[src/rtl/ocs_pkg.sv]
// Purpose: Constants for the option clock source and pin configuration
// Assumes: One system clock at 10 MHz, synchronous active-high reset
// Notes: Option word layout and wait length are plain defaults
// Function
// - Apply stabilization wait only when the crystal oscillator is selected.
// - Read option only after reset release; low reset pin holds reset.
// - Oscillator pins share port bits A and B; function follows source.
// - Crystal source: both pins are clock inputs, no port function.
// - External clock: first pin carries clock, port bit A unavailable.
// - Internal oscillator: port bits A and B both usable as ports.
package ocs_pkg;
   // ==========================================================
   // Clock source encoding
   typedef enum logic [1:0] {
      OCS_SRC_XTAL = 2'h0,
      OCS_SRC_EXT = 2'h1,
      OCS_SRC_HIOCO = 2'h2,
      OCS_SRC_RSVD = 2'h3
   } ocs_src_t;
   // ==========================================================
   // Option word layout
   localparam int OCS_OPT_W = 8;
   localparam int OCS_SRC_LSB = 0;
   localparam int OCS_WSEL_LSB = 2;
   localparam int OCS_WSEL_W = 2;
   localparam int OCS_RST_LSB = 7;
   // ==========================================================
   // Timing
   localparam int OCS_CLK_HZ = 10000000;
   localparam int OCS_WAIT_BASE_US = 100;
   localparam int OCS_WAIT_BASE_CYC =
      (OCS_WAIT_BASE_US * (OCS_CLK_HZ / 1000000));
   localparam int OCS_CNT_W = 16;
endpackage

[src/rtl/ocs_config.sv]
// Purpose: Reset-time option loader for clock source and pin sharing
// Assumes: Option word stable at pins; reset pin asynchronous to clock
// Notes: Selection holds until the next reset
`timescale 1ns/10ps
module ocs_config
   import ocs_pkg::*;
#(
   parameter int CNT_W = OCS_CNT_W
) (
   // Clock and reset
   input wire logic core_clk_i,
   input wire logic reset_i,
   // External reset pin, active low
   input wire logic reset_pin_n_i,
   // Nonvolatile option word
   input wire logic [OCS_OPT_W-1:0] option_i,
   // Port bit requests from the port block
   input wire logic port_bit_a_out_i,
   input wire logic port_bit_a_oe_i,
   input wire logic port_bit_b_out_i,
   input wire logic port_bit_b_oe_i,
   // Oscillator pins
   input wire logic osc_in_pin_i,
   input wire logic osc_out_pin_i,
   output logic osc_in_pin_o,
   output logic osc_in_pin_oe_o,
   output logic osc_out_pin_o,
   output logic osc_out_pin_oe_o,
   // Port bit inputs back to the port block
   output logic port_bit_a_in_o,
   output logic port_bit_b_in_o,
   // Status
   output logic [1:0] clk_src_o,
   output logic xtal_en_o,
   output logic ext_clk_en_o,
   output logic port_a_avail_o,
   output logic port_b_avail_o,
   output logic reset_pin_mode_select_o,
   output logic sys_reset_o,
   output logic ready_o
);
   // ==========================================================
   // State
   typedef enum {
      S_HOLD,
      S_READ,
      S_WAIT,
      S_RUN
   } ocs_fsm_t;

   typedef struct packed {
      ocs_fsm_t fsm;
      logic [1:0] src;
      logic rmode;
      logic pin_s1;
      logic pin_s2;
      logic a_s1;
      logic a_s2;
      logic b_s1;
      logic b_s2;
      logic a_in;
      logic b_in;
   } ocs_state_t;

   ocs_state_t st;
   ocs_state_t next_st;
   logic tmr_load;
   logic tmr_done;
   logic [CNT_W-1:0] wait_len;
   logic [OCS_WSEL_W-1:0] wsel;

   assign wsel = option_i[OCS_WSEL_LSB +: OCS_WSEL_W];
   assign wait_len = CNT_W'(OCS_WAIT_BASE_CYC) << wsel;

   ocs_wait_timer #(
      .CNT_W(CNT_W)
   ) u_tmr (
      .core_clk_i(core_clk_i),
      .reset_i(reset_i),
      .load_i(tmr_load),
      .len_i(wait_len),
      .done_o(tmr_done)
   );

   // ==========================================================
   // Sequencer
   always_comb begin
      next_st = st;
      tmr_load = 1'b0;
      next_st.pin_s1 = reset_pin_n_i;
      next_st.pin_s2 = st.pin_s1;
      next_st.a_s1 = osc_in_pin_i;
      next_st.a_s2 = st.a_s1;
      next_st.b_s1 = osc_out_pin_i;
      next_st.b_s2 = st.b_s1;
      next_st.a_in = st.a_s2;
      next_st.b_in = st.b_s2;
      case (st.fsm)
         S_HOLD: begin
            if (st.pin_s2) begin
               next_st.fsm = S_READ;
            end
         end
         S_READ: begin
            if (!st.pin_s2) begin
               next_st.fsm = S_HOLD;
            end else begin
               next_st.src = option_i[OCS_SRC_LSB +: 2];
               next_st.rmode = option_i[OCS_RST_LSB];
               if (option_i[OCS_SRC_LSB +: 2] == OCS_SRC_XTAL) begin
                  tmr_load = 1'b1;
                  next_st.fsm = S_WAIT;
               end else begin
                  next_st.fsm = S_RUN;
               end
            end
         end
         S_WAIT: begin
            if (tmr_done) begin
               next_st.fsm = S_RUN;
            end
         end
         S_RUN: begin
         end
         default: begin
            next_st.fsm = S_HOLD;
         end
      endcase
   end

   always_ff @(posedge core_clk_i) begin
      if (reset_i) begin
         st <= '{fsm: S_HOLD, src: OCS_SRC_HIOCO, default: '0};
      end else begin
         st <= next_st;
      end
   end

   // ==========================================================
   // Pin function
   logic is_xtal;
   logic is_ext;
   logic loaded;
   assign loaded = (st.fsm == S_WAIT) || (st.fsm == S_RUN);
   assign is_xtal = loaded && (st.src == OCS_SRC_XTAL);
   assign is_ext = loaded && (st.src == OCS_SRC_EXT);
   assign port_a_avail_o = loaded && !is_xtal && !is_ext;
   assign port_b_avail_o = loaded && !is_xtal;
   assign osc_in_pin_o = port_bit_a_out_i;
   assign osc_in_pin_oe_o = port_a_avail_o && port_bit_a_oe_i;
   assign osc_out_pin_o = port_bit_b_out_i;
   assign osc_out_pin_oe_o = port_b_avail_o && port_bit_b_oe_i;
   assign port_bit_a_in_o = port_a_avail_o ? st.a_in : 1'b0;
   assign port_bit_b_in_o = port_b_avail_o ? st.b_in : 1'b0;
   assign clk_src_o = st.src;
   assign xtal_en_o = is_xtal;
   assign ext_clk_en_o = is_ext;
   assign reset_pin_mode_select_o = st.rmode;
   assign sys_reset_o = (st.fsm != S_RUN);
   assign ready_o = (st.fsm == S_RUN);
endmodule

[src/rtl/ocs_wait_timer.sv]
// Purpose: Stabilization wait timer
// Assumes: Load pulse starts a count, done level when expired
// Notes: Zero length completes immediately
`timescale 1ns/10ps
module ocs_wait_timer
   import ocs_pkg::*;
#(
   parameter int CNT_W = OCS_CNT_W
) (
   // Clock and reset
   input wire logic core_clk_i,
   input wire logic reset_i,
   // Control
   input wire logic load_i,
   input wire logic [CNT_W-1:0] len_i,
   output logic done_o
);
   typedef struct packed {
      logic [CNT_W-1:0] cnt;
      logic run;
   } ocs_tmr_t;
   ocs_tmr_t st;
   ocs_tmr_t next_st;

   always_comb begin
      next_st = st;
      if (load_i) begin
         next_st.cnt = len_i;
         next_st.run = 1'b1;
      end else if (st.run && st.cnt != '0) begin
         next_st.cnt = st.cnt - 1'b1;
      end
   end

   always_ff @(posedge core_clk_i) begin
      if (reset_i) begin
         st <= '0;
      end else begin
         st <= next_st;
      end
   end

   assign done_o = st.run && (st.cnt == '0) && !load_i;
endmodule

[config.mk]
export PLATFORM = sky130hd
export DESIGN_NAME = ocs_config
export DESIGN_NICKNAME = d
export VERILOG_FILES = /design/src/rtl/ocs_pkg.sv /design/src/rtl/ocs_config.sv /design/src/rtl/ocs_wait_timer.sv
export SDC_FILE = /design/constraint.sdc
export NUM_CORES = 1
export LEC_CHECK = 0
export ABC_AREA = 1
export BUFFER_PORTS_ARGS = -buffer_cell sky130_fd_sc_hd__buf_2
export CORE_ASPECT_RATIO = 0.9
export CORE_MARGIN = 2
export CORE_UTILIZATION = 45
export CTS_BUF_LIST = sky130_fd_sc_hd__clkbuf_4 sky130_fd_sc_hd__clkbuf_8 sky130_fd_sc_hd__clkbuf_16
export DETAILED_ROUTE_END_ITERATION = 8
export PLACE_DENSITY = 0.69
export SETUP_SLACK_MARGIN = 0.3
export SYNTH_ARGS = -nofsm -noshare
export SYNTH_HDL_FRONTEND = slang
export SYNTH_SLANG_ARGS = --single-unit
[constraint.sdc]
create_clock -name core_clk_i -period 4.3 [get_ports core_clk_i]
set_input_delay 0.645 -clock core_clk_i [delete_from_list [all_inputs] [get_ports core_clk_i]]
set_output_delay 0.645 -clock core_clk_i [all_outputs]
set_load 0.01 [all_outputs]
==> metrics <==
status completed; ys flop type dfxtp_1; CTS Sinks 30; Pleak 0.00104 µW; GRT overflow 0; sw frac 19.8%; CP top delay family flip-flops; number of synthesized flops with an enable pin 0; Yosys cell types 28; post-cts sizing count 0; CP peak stage delay ~0.43 ns; CP Data Arrival Time around 1.4 ns; slew margin rel. 68.4%; ratio of final minimum period to clock period between 40% and 50%; detailed-route vias per instance between 4 and 5; Yosys reg bits 30; Pint roughly 540 µW; Comb pwr share 3.6%; Tmin final 2.00 ns; final wirelength ~3.3 mm; global-route usage over all layers 17.6%; port bufs 24; Post-Synth Simple-Gate Area 39.2%; clock latency on the worst-skew pair 0.29 ns; Vias 1530; vias in the first global route between 1000 and 1500; met3 Use GR between 5 and 6%; layout cells sized above 1 between 10% and 20%; GR peak layer met1; die area around 4200 µm²; Synth Area in XOR/XNOR ~1.1%; pwr dens 350 nW/µm²; Clk pin slew, worst setup/hold paths roughly 0.080 ns; CTS Root Cell clkbuf_8; Boundary Pins 32; H-tree Lvls 2; Core Area ~3500 µm²; Post-CTS Setup Bufs 0; CP max FO 5; DRC 0; Avg Synthesized Cell Area around 6.5 µm²; initial antenna violation count 0; top-count cell post-synth nand2_1; DRT Pass-1 Iters 4; mux cell area share after synthesis 0%; largest net degree at the start of global routing 16; Final Hold Slack 0.389 ns; Cells after Synth 257; most frequent cells after synthesis nand2_1, nor2_1, inv_1; Synth Area in Compound Gates 8.28%; width of the chip around 68 µm; Post-Syn Area approximately 1700 µm²; row count 20; Slew Limit Fails 0; Crit path required time roughly 3.7 ns; first-pass GRT wire length roughly 5.4 mm; CP Class reg -> out; Clk pwr share about 54%; Num CTS Buffers 5; max cap viols 0; share of the synthesized area in the top cell type a little over a third; switching pwr 132 µW; CTS tree built; CP Capture Type output pin; largest family of logic cells by synthesized area simple AND/OR/NAND/NOR gates; worst-margin pin slew between 0.4 and 0.5 ns; Die H around 60 µm; Seq pwr share about 42%; Area contributors post-synth dfxtp_1, nand2_1, nor2_1; area share of fa/ha/maj cells after synthesis less than 1%; sequential fraction of the synthesis area ~36%; Nets 297; Syn Nets about 280; RSZ-0062 raised after global routing no; HPWL Detailed between 2 and 2.5 mm; Antenna Nets Post-Route 0; clock tree buffer depth 2; Synth Warn # 0; n_diodes 0; Final Hold Viols 0; Setup Viol. Count Final 0; Tightest Hold Check Type reg -> reg; Synth area leader dfxtp_1; maximum vdd drop around 160 µV; CP max-delay cell dfxtp_1; M2 GR Usage 24.5%; met1 GRT Util about a quarter; hold buffer count at cts 0; Setup TNS 0 ns; wire length per cell slightly above 10 µm; Starting Density 48.1%; CP Cell Sequence inv_1 > nor3_1 > nor2_1 > inv_1 > nor2_1 > buf_2; clk_skew between 0.01 and 0.015 ns; Critical Path Start Type register; CP bufs+invs 3; number of DRC markers in iteration 0 71; area grow syn2layout 15.2%; Final Wtd Congestion 0.810; maximum clock rate around 500 MHz; post-synthesis async set-or-reset flop share 0%
per-layer routing:
metal,share of wire (%),wire (µm),vias up
met4,1.5,51,0
met3,4.4,148,7
met5,0,0,-
met2,42,1390,27
met1,52,1740,669
li1,-,-,827
cells in the final DEF, fill, tap and decap left out:
| cell type | Yosys | routed |
|---|---|---|
| a21oi_1 | 7 | 7 |
| a21oi_2 | 1 | 1 |
| a31oi_1 | 1 | 1 |
| buf_2 | 1 | 24 |
| bufinv_16 | 0 | 2 |
| clkbuf_8 | 0 | 6 |
| dfxtp_1 | 30 | 30 |
| ha_1 | 1 | 1 |
| inv_1 | 47 | 47 |
| nand2_1 | 59 | 59 |
| nand2_2 | 3 | 3 |
| nand2_4 | 3 | 3 |
| nand2_8 | 1 | 1 |
| nand3_1 | 18 | 18 |
| nand3_2 | 1 | 1 |
| nand4_1 | 3 | 3 |
| nor2_1 | 49 | 49 |
| nor2_2 | 1 | 1 |
| nor2_4 | 3 | 3 |
| nor3_1 | 3 | 3 |
| o211ai_1 | 3 | 3 |
| o21ai_0 | 7 | 7 |
| o21ai_1 | 3 | 3 |
| o21ai_2 | 1 | 1 |
| o22ai_1 | 1 | 1 |
| xnor2_1 | 1 | 1 |
| xor2_1 | 1 | 1 |
final timing paths:
kind / from / to / slack [ns] / cells past startpoint
worst max-delay path: st[12]$_SDFFE_PP0P_ / port_bit_a_in_o / 2.30 / 6
worst min-delay path: next_st[6]$_SDFF_PP0_ / st[6]$_SDFF_PP0_ / 0.39 / 2
worst max register to register: u_tmr.st[1]$_SDFFE_PP0P_ / u_tmr.st[5]$_SDFFE_PP0P_ / 2.67 / 10
worst min register to register: next_st[6]$_SDFF_PP0_ / st[6]$_SDFF_PP0_ / 0.39 / 2
power by group through the flow:
stage	clock network (µW)	registers (µW)	logic, µW
finish	362	283	24.4
CTS	365	283	24.6
global placement	0	290	24.2
floorplan	0	289	17.5
global route	378	284	28.1
detailed placement	0	290	24.4
cells by family (layout without fill, tap and decap cells):
| kind of cell | Yosys count | count (layout) |
|---|---|---|
| simple gates | 144 | 144 |
| buf+inv | 56 | 79 |
| flops | 30 | 30 |
| compound gates | 24 | 24 |
| xor+xnor | 2 | 2 |
| fa+ha+maj | 1 | 1 |
final cells by class:
| class | count | area, µm² |
|---|---|---|
| Fill cell | 339 | 1540 |
| Tap cell | 44 | 55.1 |
| Multi-Input combinational cell | 171 | 820 |
| Clock buffer | 6 | 82.6 |
| Inverter | 47 | 176 |
| Clock inverter | 2 | 60.1 |
| Sequential cell | 30 | 601 |
| Timing Repair Buffer | 24 | 120 |
through the flow:
| stage | power (µW) | instances | instance area (µm²) | util [%] | setup WS (ns) |
|---|---|---|---|---|---|
| 5_1_grt | 689 | 324 | 1910 | 55.4 | 2.15 |
| 6_report | 670 | 324 | 1910 | 55.4 | 2.30 |
| 3_5_place_dp | 314 | 316 | 1770 | 51.3 | 2.41 |
| 4_1_cts | 673 | 324 | 1910 | 55.4 | 2.29 |
| 2_1_floorplan | 307 | 257 | 1660 | - | 2.51 |
| 3_3_place_gp | 314 | 316 | 1770 | 51.3 | 2.43 |
registers in the layout (all words and copies together) (netlist names):
signal and cells:
u_tmr.st 17, reset_pin_mode_select_o 1, st 5, clk_src_o 2
next_st 5
worst reg2reg max path, cell delays in order (launching register included):
cell and delay [ns]:
dfxtp_1 0.35, inv_1 0.07, ha_1 0.22, nand2_2 0.16, nor2_4 0.07, nand2_4 0.13, nand2_8 0.09, nand2_4 0.19
inv_1 0.11, nor2_1 0.10, nor2_1 0.05
(Power assumes the default switching activity.)
